==> src/verilog/seep_pkg.sv <==
// Constants, opcodes and state types of the serial memory port
package seep_pkg;

  // Array organisation
  localparam int SEEP_WORDS = 16;
  localparam int SEEP_ADDR_W = 4;
  localparam int SEEP_DATA_W = 16;
  localparam int SEEP_OP_W = 4;

  // Instruction opcodes and the fixed address of the program enable and chip erase commands
  localparam logic [3:0] OP_READ = 4'h8;
  localparam logic [3:0] OP_WRITE = 4'h4;
  localparam logic [3:0] OP_ERASE = 4'hC;
  localparam logic [3:0] OP_PROGRAM_ENABLE_CMD = 4'h3;
  localparam logic [3:0] OP_PROGRAM_DISABLE_CMD = 4'h0;
  localparam logic [3:0] OP_CHIP_ERASE_CMD = 4'h2;
  localparam logic [3:0] ADDR_ZERO = 4'h0;

  // Frame lengths after the start bit
  localparam logic [4:0] INSTR_BITS = 5'h08;
  localparam logic [4:0] WRITE_FRAME_BITS = 5'h18;
  localparam int CMD_W = 24;

  // Read answer: dummy zero then the word
  localparam int READ_BITS = 17;
  localparam logic [4:0] READ_LAST = 5'h10;
  localparam logic [15:0] ERASED_WORD = 16'hFFFF;

  // Command queue
  localparam int FIFO_DEPTH = 8;

  // Programming pulse window
  localparam int MCLK_HZ = 20000000;
  localparam int TEW_MIN_MS = 10;
  localparam int TEW_MAX_MS = 30;
  localparam int TEW_MIN_CYC = (TEW_MIN_MS * MCLK_HZ + 999) / 1000;
  localparam int TEW_MAX_CYC = (TEW_MAX_MS * MCLK_HZ) / 1000;
  localparam int PCNT_W = 20;

  typedef enum logic [1:0] {
    DS_HUNT = 2'b00,
    DS_SHIFT = 2'b01,
    DS_HOLD = 2'b11
  } seep_ds_e;

  typedef enum logic [1:0] {
    EX_IDLE = 2'b00,
    EX_READ = 2'b01,
    EX_ARM = 2'b11,
    EX_PROG = 2'b10
  } seep_ex_e;

endpackage : seep_pkg

==> src/verilog/seep_port.sv <==
// Serial command port, command queue and programming control of a 16x16 memory

// Synchronous FIFO with valid and ready on both sides
module seep_fifo #(
  parameter int WIDTH = 24,
  parameter int DEPTH = 8
) (
  input wire logic mclk,
  input wire logic rst,
  input wire logic in_valid,
  output logic in_ready,
  input wire logic [WIDTH-1:0] in_data,
  output logic out_valid,
  input wire logic out_ready,
  output logic [WIDTH-1:0] out_data
);
  localparam int PW = $clog2(DEPTH);

  logic [WIDTH-1:0] store_reg [DEPTH];
  logic [PW:0] wr_ptr_reg;
  logic [PW:0] wr_ptr_next;
  logic [PW:0] rd_ptr_reg;
  logic [PW:0] rd_ptr_next;
  logic push;
  logic pop;

  // Full when pointers differ only in the wrap bit
  assign in_ready = !((wr_ptr_reg[PW] != rd_ptr_reg[PW]) &&
                      (wr_ptr_reg[PW-1:0] == rd_ptr_reg[PW-1:0]));
  assign out_valid = (wr_ptr_reg != rd_ptr_reg);
  assign out_data = store_reg[rd_ptr_reg[PW-1:0]];
  assign push = in_valid && in_ready;
  assign pop = out_valid && out_ready;

  // Pointer advance
  always_comb begin
    wr_ptr_next = push ? (PW+1)'(1) + wr_ptr_reg : wr_ptr_reg;
    rd_ptr_next = pop ? (PW+1)'(1) + rd_ptr_reg : rd_ptr_reg;
  end

  always_ff @(posedge mclk or posedge rst) begin
    if (rst) begin
      wr_ptr_reg <= '0;
      rd_ptr_reg <= '0;
    end else begin
      wr_ptr_reg <= wr_ptr_next;
      rd_ptr_reg <= rd_ptr_next;
    end
  end

  // Storage words carry no reset
  always_ff @(posedge mclk) begin
    if (push) begin
      store_reg[wr_ptr_reg[PW-1:0]] <= in_data;
    end
  end

endmodule : seep_fifo

// Device side of the serial port with the word array
module seep_port #(
  parameter int TEW_MIN_CYCLES = seep_pkg::TEW_MIN_CYC,
  parameter int TEW_MAX_CYCLES = seep_pkg::TEW_MAX_CYC
) (
  input wire logic mclk,
  input wire logic rst,
  input wire logic chip_select,
  input wire logic serial_clock,
  input wire logic serial_data_in,
  output logic serial_data_out,
  output logic serial_data_out_en,
  output logic prog_hv_active,
  output logic program_enabled
);
  import seep_pkg::*;

  localparam logic [PCNT_W-1:0] MIN_L = PCNT_W'(TEW_MIN_CYCLES);
  localparam logic [PCNT_W-1:0] MAX_L = PCNT_W'(TEW_MAX_CYCLES);

  // Programming opcode that also carries a legal address
  function automatic logic is_prog_op(input logic [3:0] op, input logic [3:0] addr);
    is_prog_op = (op == OP_WRITE) || (op == OP_ERASE) ||
                 ((op == OP_CHIP_ERASE_CMD) && (addr == ADDR_ZERO));
  endfunction : is_prog_op

  logic sclk_prev_reg;
  logic sclk_rise;
  seep_ds_e ds_reg;
  seep_ds_e ds_next;
  logic [4:0] ds_cnt_reg;
  logic [4:0] ds_cnt_next;
  logic [CMD_W-1:0] ds_shift_reg;
  logic [CMD_W-1:0] ds_shift_next;
  logic [CMD_W-1:0] sh_in;
  logic [4:0] cnt_inc;
  logic push_valid;
  logic [CMD_W-1:0] push_data;
  logic fifo_in_ready;
  logic fifo_out_valid;
  logic [CMD_W-1:0] fifo_out_data;
  logic pop;
  seep_ex_e ex_reg;
  seep_ex_e ex_next;
  logic [CMD_W-1:0] cmd_reg;
  logic [CMD_W-1:0] cmd_next;
  logic [READ_BITS-1:0] out_shift_reg;
  logic [READ_BITS-1:0] out_shift_next;
  logic out_en_reg;
  logic out_en_next;
  logic [4:0] rd_cnt_reg;
  logic [4:0] rd_cnt_next;
  logic [PCNT_W-1:0] pcnt_reg;
  logic [PCNT_W-1:0] pcnt_next;
  logic prog_en_reg;
  logic prog_en_next;
  logic commit;
  logic [15:0] mem_reg [SEEP_WORDS];
  logic [15:0] mem_next [SEEP_WORDS];
  logic [3:0] pop_op;
  logic [3:0] pop_addr;
  logic [3:0] cur_op;
  logic [3:0] cur_addr;

  assign sclk_rise = serial_clock && !sclk_prev_reg;
  assign sh_in = {ds_shift_reg[CMD_W-2:0], serial_data_in};
  assign cnt_inc = ds_cnt_reg + 5'h01;
  assign pop_op = fifo_out_data[23:20];
  assign pop_addr = fifo_out_data[19:16];
  assign cur_op = cmd_reg[23:20];
  assign cur_addr = cmd_reg[19:16];

  // Deserialiser: hunt for start bit, gather frame, push to queue
  always_comb begin
    ds_next = ds_reg;
    ds_cnt_next = ds_cnt_reg;
    ds_shift_next = ds_shift_reg;
    push_valid = 1'b0;
    push_data = '0;
    if (!chip_select) begin
      ds_next = DS_HUNT;
      ds_cnt_next = '0;
    end else if (sclk_rise) begin
      unique case (ds_reg)
        DS_HUNT: begin
          // A start bit is taken only when the queue has room
          if (serial_data_in && fifo_in_ready) begin
            ds_next = DS_SHIFT;
            ds_cnt_next = '0;
          end
        end
        DS_SHIFT: begin
          ds_shift_next = sh_in;
          ds_cnt_next = cnt_inc;
          if (cnt_inc == INSTR_BITS && sh_in[7:4] != OP_WRITE) begin
            push_valid = 1'b1;
            push_data = {sh_in[7:0], 16'h0000};
            ds_next = (sh_in[7:4] == OP_READ) ? DS_HOLD : DS_HUNT;
          end else if (cnt_inc == WRITE_FRAME_BITS) begin
            push_valid = 1'b1;
            push_data = sh_in;
            ds_next = DS_HUNT;
          end
        end
        DS_HOLD: begin
          ds_next = DS_HOLD;
        end
        // Unused code falls back to hunting
        default: begin
          ds_next = DS_HUNT;
        end
      endcase
    end
  end

  always_ff @(posedge mclk or posedge rst) begin
    if (rst) begin
      sclk_prev_reg <= 1'b0;
      ds_reg <= DS_HUNT;
      ds_cnt_reg <= '0;
      ds_shift_reg <= '0;
    end else begin
      sclk_prev_reg <= serial_clock;
      ds_reg <= ds_next;
      ds_cnt_reg <= ds_cnt_next;
      ds_shift_reg <= ds_shift_next;
    end
  end

  // Queue between the serial front end and the executor
  seep_fifo #(
    .WIDTH(CMD_W),
    .DEPTH(FIFO_DEPTH)
  ) u_queue (
    .mclk(mclk),
    .rst(rst),
    .in_valid(push_valid),
    .in_ready(fifo_in_ready),
    .in_data(push_data),
    .out_valid(fifo_out_valid),
    .out_ready(pop),
    .out_data(fifo_out_data)
  );

  // Executor: reads, mode commands and programming pulses
  always_comb begin
    ex_next = ex_reg;
    cmd_next = cmd_reg;
    out_shift_next = out_shift_reg;
    out_en_next = out_en_reg;
    rd_cnt_next = rd_cnt_reg;
    pcnt_next = pcnt_reg;
    prog_en_next = prog_en_reg;
    pop = 1'b0;
    commit = 1'b0;
    unique case (ex_reg)
      EX_IDLE: begin
        if (fifo_out_valid) begin
          pop = 1'b1;
          cmd_next = fifo_out_data;
          if (pop_op == OP_READ) begin
            // Served regardless of the enable state
            out_shift_next = {1'b0, mem_reg[pop_addr]};
            out_en_next = 1'b1;
            rd_cnt_next = '0;
            ex_next = EX_READ;
          end else if (pop_op == OP_PROGRAM_ENABLE_CMD && pop_addr == ADDR_ZERO) begin
            prog_en_next = 1'b1;
          end else if (pop_op == OP_PROGRAM_DISABLE_CMD) begin
            prog_en_next = 1'b0;
          end else if (is_prog_op(pop_op, pop_addr) && prog_en_reg) begin
            ex_next = EX_ARM;
          end
        end
      end
      EX_READ: begin
        if (!chip_select) begin
          out_en_next = 1'b0;
          ex_next = EX_IDLE;
        end else if (sclk_rise) begin
          if (rd_cnt_reg == READ_LAST) begin
            out_en_next = 1'b0;
            ex_next = EX_IDLE;
          end else begin
            // Next bit shortly after the rising edge
            out_shift_next = {out_shift_reg[READ_BITS-2:0], 1'b0};
            rd_cnt_next = rd_cnt_reg + 5'h01;
          end
        end
      end
      EX_ARM: begin
        // A new instruction before select falls abandons the pulse
        if (fifo_out_valid) begin
          ex_next = EX_IDLE;
        end else if (!chip_select) begin
          pcnt_next = '0;
          ex_next = EX_PROG;
        end
      end
      EX_PROG: begin
        if (chip_select) begin
          // Pulse ends on select rise; short pulses leave data untouched
          commit = (pcnt_reg >= MIN_L);
          ex_next = EX_IDLE;
        end else if (pcnt_reg != MAX_L) begin
          pcnt_next = pcnt_reg + PCNT_W'(1);
        end
      end
    endcase
  end

  always_ff @(posedge mclk or posedge rst) begin
    if (rst) begin
      ex_reg <= EX_IDLE;
      cmd_reg <= '0;
      out_shift_reg <= '0;
      out_en_reg <= 1'b0;
      rd_cnt_reg <= '0;
      pcnt_reg <= '0;
      prog_en_reg <= 1'b0;
    end else begin
      ex_reg <= ex_next;
      cmd_reg <= cmd_next;
      out_shift_reg <= out_shift_next;
      out_en_reg <= out_en_next;
      rd_cnt_reg <= rd_cnt_next;
      pcnt_reg <= pcnt_next;
      prog_en_reg <= prog_en_next;
    end
  end

  // Array update on a completed programming pulse
  always_comb begin
    for (int i = 0; i < SEEP_WORDS; i++) begin
      mem_next[i] = mem_reg[i];
      if (commit) begin
        if (cur_op == OP_CHIP_ERASE_CMD) begin
          mem_next[i] = ERASED_WORD;
        end else if (cur_addr == 4'(i) && cur_op == OP_ERASE) begin
          mem_next[i] = ERASED_WORD;
        end else if (cur_addr == 4'(i) && cur_op == OP_WRITE) begin
          mem_next[i] = mem_reg[i] & cmd_reg[15:0];
        end
      end
    end
  end

  // Array cells are non-volatile: no reset
  always_ff @(posedge mclk) begin
    mem_reg <= mem_next;
  end

  // Pins
  assign serial_data_out = out_shift_reg[READ_BITS-1];
  assign serial_data_out_en = out_en_reg;
  assign prog_hv_active = (ex_reg == EX_PROG) && (pcnt_reg != MAX_L);
  assign program_enabled = prog_en_reg;
endmodule : seep_port

==> config.mk <==
export PLATFORM = sky130hd
export DESIGN_NAME = seep_port
export DESIGN_NICKNAME = d
export VERILOG_FILES = /design/src/verilog/seep_pkg.sv /design/src/verilog/seep_port.sv
export SDC_FILE = /design/constraint.sdc
export NUM_CORES = 1
export LEC_CHECK = 0
export BUFFER_PORTS_ARGS = -buffer_cell sky130_fd_sc_hd__buf_2
export CORE_ASPECT_RATIO = 0.75
export CORE_MARGIN = 2
export CORE_UTILIZATION = 57
export CTS_CLUSTER_DIAMETER = 200
export DETAILED_ROUTE_END_ITERATION = 10
export PLACE_DENSITY = 0.84
export SYNTH_ARGS = -nofsm -noshare
export SYNTH_HDL_FRONTEND = slang
export SYNTH_SLANG_ARGS = --single-unit
export TNS_END_PERCENT = 50
==> constraint.sdc <==
create_clock -name mclk -period 11 [get_ports mclk]
set_input_delay 2.2 -clock mclk [delete_from_list [all_inputs] [get_ports mclk]]
set_output_delay 2.2 -clock mclk [all_outputs]
set_load 0.02 [all_outputs]
==> flow_summary.toml, run 1 <==
[drt]
maxUsedRoutingLayer = "met4"
dr_wl_met2_mm = 28.15
firstDrtPassIters = 6
met3_length_mm = 7.766
ant_nets = 0
drt_wl_total_mm = 62.19
drc_errors = 0
vias = 17540
wl_met1_mm = 24.28
dr.first_iter.drc_count = 2527
detail_route.wl_per_cell_um = 22.74
routed_via_density = 6.411

[timing]
period_share = 0.4225
max_slew_margin = 0.1582
min_period_ns = 4.648
fmax_ghz = 0.2152
worstMarginPinSlew_ns = 1.261
hold_violations = 0
finalClockSkew_ns = 0.03138
fin_setup_tns_ns = 0
setup_slack_ns = 6.352
setup-violations-final = 0
slew_violations = 0
rsz0062_at_grt = "false"

[logic_synthesis]
ys_types = 80
syn-cell-area_mm2 = 0.02543
synth-edff-count = 448
synthCells = 2141
ys_seq_area_frac = 0.6363
synthTopCellsByCount = "nand2_1, edfxtp_1, dfrtp_1"
yosysTopAreaCell = "edfxtp_1"
yosysWarnings = 0
synth.area.top_cells = "edfxtp_1, nand2_1, dfrtp_1"
synth_area_per_cell_um2 = 11.88
synthesis.nets = 2154
ys.flop_type = "edfxtp_1"
ys_ff_latch = 557
synth_top_area_frac = 0.5290
synth_most_common_cell = "nand2_1"
async_reset_ff_frac = 0.1957

[min_path]
min_to = "ds_shift_reg[22]$_DFFE_PP0P_"
hold_path.class = "reg2reg"
worstHoldPathCells = 2
hold_path_startpoint = "ds_shift_reg[22]$_DFFE_PP0P_"

[power_and_ir_drop]
seq_power_share = 0.521
clkPwrFrac = 0.327
power_mw = 5.285
combPwrFrac = 0.151
vdd_drop_max_uv = 160.0
pwr_density_cell_mw_per_mm2 = 191.2
netSwitchingFraction = 0.2842
cellLeakagePower_nw = 10.53
internal_power_mw = 3.783
power.net_switching_mw = 1.502

[placed_design]
gp_congestion = 0.8622
place_inst = 2640
io_buffers = 8
hpwl_mm = 38.73
place_ws_ns = 5.828
post_dp_cell_area_mm2 = 0.02603

[cells_and_area]
largest_reg_flops = 256
diodes = 0
syn_to_final_growth_pct = 8.699
final_area_mm2 = 0.02764
register_area_mm2 = 0.01619
drive_gt1_frac = 0.1275
final_cell_count_no_fill = 2735
nets = 2128
multi_input_area_mm2 = 0.008648
fillCellCount = 3052

[clock_network]
cts_setup_buffers = 0
cts_tree = "done"
cts_buffer_depth = 3
insertion_delay_ns = 0.59
cts_resized = 0
clkTransAtPathRegs_ns = 0.06
clockRootBuffer = "clkbuf_16"
cts-hold-fix-buffers = 0
cts_made_buffers = 51
cts_sinks = 557
h-tree-depth = 2

[grt]
grt_pass1_wl_mm = 98.09
grt_max_degree = 69
grt_pass1_vias = 17360
grt_overflow = 0
antenna_found_initial = 1
track_usage = 0.2724

[worst_setup_path]
start_kind = "register"
required_ns = 8.80
critPathKind = "reg2out"
cpPeakStageDelay_ns = 0.69
r2r_slack_ns = 6.81
r2r_start = "u_queue.rd_ptr_reg[1]$_DFFE_PP0P_"
rr_worst_depth = 8
cp_max_fo = 12
r2r-end = "out_shift_reg[15]$_DFFE_PP0P_"
critPathTopFamily = "compound AO/OA/AOI/OAI gates"
path_cells = "and2_1 -> nand2_1 -> o41ai_1 -> inv_1 -> buf_2"
cp.arrival_ns = 2.45
slowest_stage = "o41ai_1"
end_kind = "output pin"
crit_buf_inv = 2

[die]
die_area_mm2 = 0.04634
die_y_um = 186.9
design.core.area_mm2 = 0.04368
boundaryPins = 9
fp.dieW_um = 247.9
rows = 66
initial_core_util = 0.5821

[job]
max_cap_viol_count = 0

[outcome]
status = "completed"
metrics by stage:
| stage | util | hold WS [ns] |
|---|---|---|
| after global placement | 0.5958 | 0.4606 |
| after detailed placement | 0.5958 | 0.4681 |
| after floorplan | - | 0.4380 |
| after CTS | 0.6328 | 0.4827 |
| final | 0.6328 | 0.4818 |
| after global routing | 0.6328 | 0.5186 |
final cells by class:
type                       instances  share of cell area
inverter                          17            0.002399
tap                              578             0.02616
timing repair buffer              56             0.01448
clock inverter                    22            0.006473
multi-input combinational       1432              0.3129
sequential                       557              0.5856
clock buffer                      73             0.05205
worst min-delay path, stage by stage, from the launching register on:
cell,delay [ns]
dfrtp_1,0.34
nand2_1,0.05
nand2_1,0.06
layout by cell type (no fill, tap or decap), types with 17 or more instances in the layout:
master	count
o211ai_1	17
nor4_1	18
nor2_1	66
a211oi_1	17
mux2_2	54
mux2i_1	84
and3_1	21
mux4_2	46
a21oi_1	45
edfxtp_1	448
buf_4	48
clkbuf_16	51
dfrtp_1	106
nand2_1	746
nand3_1	39
o21ai_0	61
routing by layer:
metal,GRT usage,up-vias
met4,0.08637,0
met1,0.3975,8590
met3,0.06456,164
li1,-,7645
met5,0,-
met2,0.4073,1136
power by group through the flow:
| stage | registers [mW] | logic [mW] | clock network (mW) |
|---|---|---|---|
| finish | 2.76 | 0.800 | 1.73 |
| global route | 2.76 | 0.931 | 1.82 |
| CTS | 2.75 | 0.793 | 1.74 |
| detailed placement | 2.79 | 0.781 | 0 |
| global placement | 2.78 | 0.715 | 0 |
| floorplan | 2.61 | 0.662 | 0 |
worst max path at each step:
stage | from | end | slack (ns) | depth (start not counted)
detailed placement | serial_clock | u_queue.store_reg[7][14]$_DFFE_PP_ | 5.83 | 7
floorplan | serial_clock | u_queue.store_reg[0][0]$_DFFE_PP_ | 5.60 | 5
global route | pcnt_reg[4]$_DFFE_PP0P_ | prog_hv_active | 6.19 | 5
finish | pcnt_reg[6]$_DFFE_PP0P_ | prog_hv_active | 6.35 | 5
global placement | serial_clock | u_queue.store_reg[7][13]$_DFFE_PP_ | 5.97 | 7
CTS | pcnt_reg[6]$_DFFE_PP0P_ | prog_hv_active | 6.35 | 5
logic make-up after synthesis:
group | count (synthesis) | share of synthesized area
AO/OA/AOI/OAI | 236 | 0.06185
XOR/XNOR | 14 | 0.005560
AND/OR/NAND/NOR | 986 | 0.1644
flip-flops | 557 | 0.6363
multiplexers | 188 | 0.1011
buffers and inverters | 152 | 0.02696
adder cells (fa/ha/maj) | 8 | 0.003936
(Power assumes the default switching activity.)
==> inputs of run 2 (changes only) <==
PLACE_DENSITY = 0.87   (was 0.84)
clock period = 4.2 ns   (was 11 ns; I/O delays follow)
==> flow_summary.toml, run 2 (synthesized netlist as in run 1, its figures left out) <==
[outcome]
status = "completed"

[grt]
grt_overflow = 0
grt_pass1_wl_mm = 99.04
grt_pass1_vias = 17490
grt_max_degree = 71
track_usage = 0.2759
antenna_found_initial = 0

[power_and_ir_drop]
combPwrFrac = 0.155
clkPwrFrac = 0.333
vdd_drop_max_uv = 424.2
seq_power_share = 0.512
power_mw = 14.08
power.net_switching_mw = 4.079
netSwitchingFraction = 0.2897
internal_power_mw = 10.00
cellLeakagePower_nw = 10.69
pwr_density_cell_mw_per_mm2 = 505.7

[drt]
ant_nets = 0
drc_errors = 0
routed_via_density = 6.403
dr.first_iter.drc_count = 2591
drt_wl_total_mm = 63.60
firstDrtPassIters = 6
vias = 17630
detail_route.wl_per_cell_um = 23.10

[clock_network]
h-tree-depth = 2
insertion_delay_ns = 0.60
clockRootBuffer = "clkbuf_16"
cts_made_buffers = 51
cts_resized = 0
cts_setup_buffers = 0
cts_tree = "done"
clkTransAtPathRegs_ns = 0.07
cts_buffer_depth = 3
cts_sinks = 557
cts-hold-fix-buffers = 0

[cells_and_area]
drive_gt1_frac = 0.1301
diodes = 0
syn_to_final_growth_pct = 9.496
register_area_mm2 = 0.01619
nets = 2145
layout_common_cells = "nand2_1, edfxtp_1, dfrtp_1"
fillCellCount = 3059
largest_reg_flops = 256
final_common_cell = "nand2_1"
multi_input_area_mm2 = 0.008641

[die]
boundaryPins = 9
die_area_mm2 = 0.04634
initial_core_util = 0.5821
rows = 66
design.core.area_mm2 = 0.04368
fp.dieW_um = 247.9
die_y_um = 186.9

[worst_setup_path]
critPathKind = "reg2reg"
cp_max_fo = 39
end_kind = "register"
r2r_slack_ns = 0.63
rr_worst_depth = 7
start_kind = "register"
cp.arrival_ns = 4.01
required_ns = 4.63

[timing]
rsz0062_at_grt = "false"
fmax_ghz = 0.2798
worstMarginPinSlew_ns = 1.255
setup-violations-final = 0
finalClockSkew_ns = 0.03083
max_slew_margin = 0.1622
period_share = 0.8510
hold_violations = 0
fin_setup_tns_ns = 0
slew_violations = 0
min_period_ns = 3.574

[placed_design]
io_buffers = 8
hpwl_mm = 40.09
gp_congestion = 0.9450

[min_path]
hold_path.class = "in2reg"
worstHoldPathCells = 1

[job]
max_cap_viol_count = 0
## run 2: changes by cell type in the layout (fill, tap and decap cells not counted), sizes merged
| cell | delta |
|---|---|
| clkinvlp | +1 |
| inv | +1 |
| buf | +17 |
| bufinv | +3 |
| clkbuf | -4 |
## run 2: cell type report
type,count,share of cell area
multi-input cells,1432,0.3103
inverters,17,0.002381
well taps,578,0.02597
clock buffers,69,0.04898
flip-flops and latches,557,0.5813
repair buffers,73,0.02076
clock inverters,27,0.01029
## run 2: worst paths after layout
path | start | to
worst max-delay path | u_queue.rd_ptr_reg[1]$_DFFE_PP0P_ | out_shift_reg[4]$_DFFE_PP0P_
worst min-delay path | serial_clock | sclk_prev_reg$_DFF_PP0_
worst max register to register | u_queue.rd_ptr_reg[1]$_DFFE_PP0P_ | out_shift_reg[4]$_DFFE_PP0P_
worst min register to register | rd_cnt_reg[4]$_DFFE_PP0P_ | rd_cnt_reg[4]$_DFFE_PP0P_
max in group asynchronous | rst | ds_shift_reg[12]$_DFFE_PP0P_
min in group asynchronous | rst | u_queue.wr_ptr_reg[3]$_DFFE_PP0P_
## run 2: power groups by stage
stage	logic, mW	clock network (mW)	registers (mW)
2_1_floorplan	1.73	0	6.85
3_3_place_gp	1.89	0	7.28
3_5_place_dp	2.12	0	7.30
4_1_cts	2.15	4.69	7.18
5_1_grt	2.50	4.90	7.22
6_report	2.19	4.69	7.21
## run 2: critical path, cell delays in order, from the launching register on
cell,delay [ns]
dfrtp_2,0.92
mux4_2,0.66
mux2_2,0.61
o311ai_2,0.26
buf_4,0.33
nor2_1,0.09
a221oi_1,0.29
a41oi_1,0.18
## run 2: metal layers
metal / vias up / global-route usage / wire length (µm)
li1: 7680 / - / -
met1: 8648 / 0.3934 / 24460
met2: 1155 / 0.4262 / 29620
met3: 145 / 0.07245 / 8125
met4: 0 / 0.06817 / 1387
met5: - / 0 / 0
## run 2: stage by stage
step | hold slack, ns | setup slack [ns] | cells | cell area [µm²] | util
final | 0.3650 | 0.6257 | 2753 | 27850 | 0.6374
after global routing | 0.3651 | 0.4499 | 2753 | 27850 | 0.6374
after CTS | 0.3547 | 0.7238 | 2753 | 27850 | 0.6374
after detailed placement | 0.4645 | 0.7576 | 2657 | 26200 | 0.5996
after global placement | 0.4609 | 0.8707 | 2657 | 26200 | 0.5996
after floorplan | 0.4380 | 0.1011 | 2141 | 25430 | -
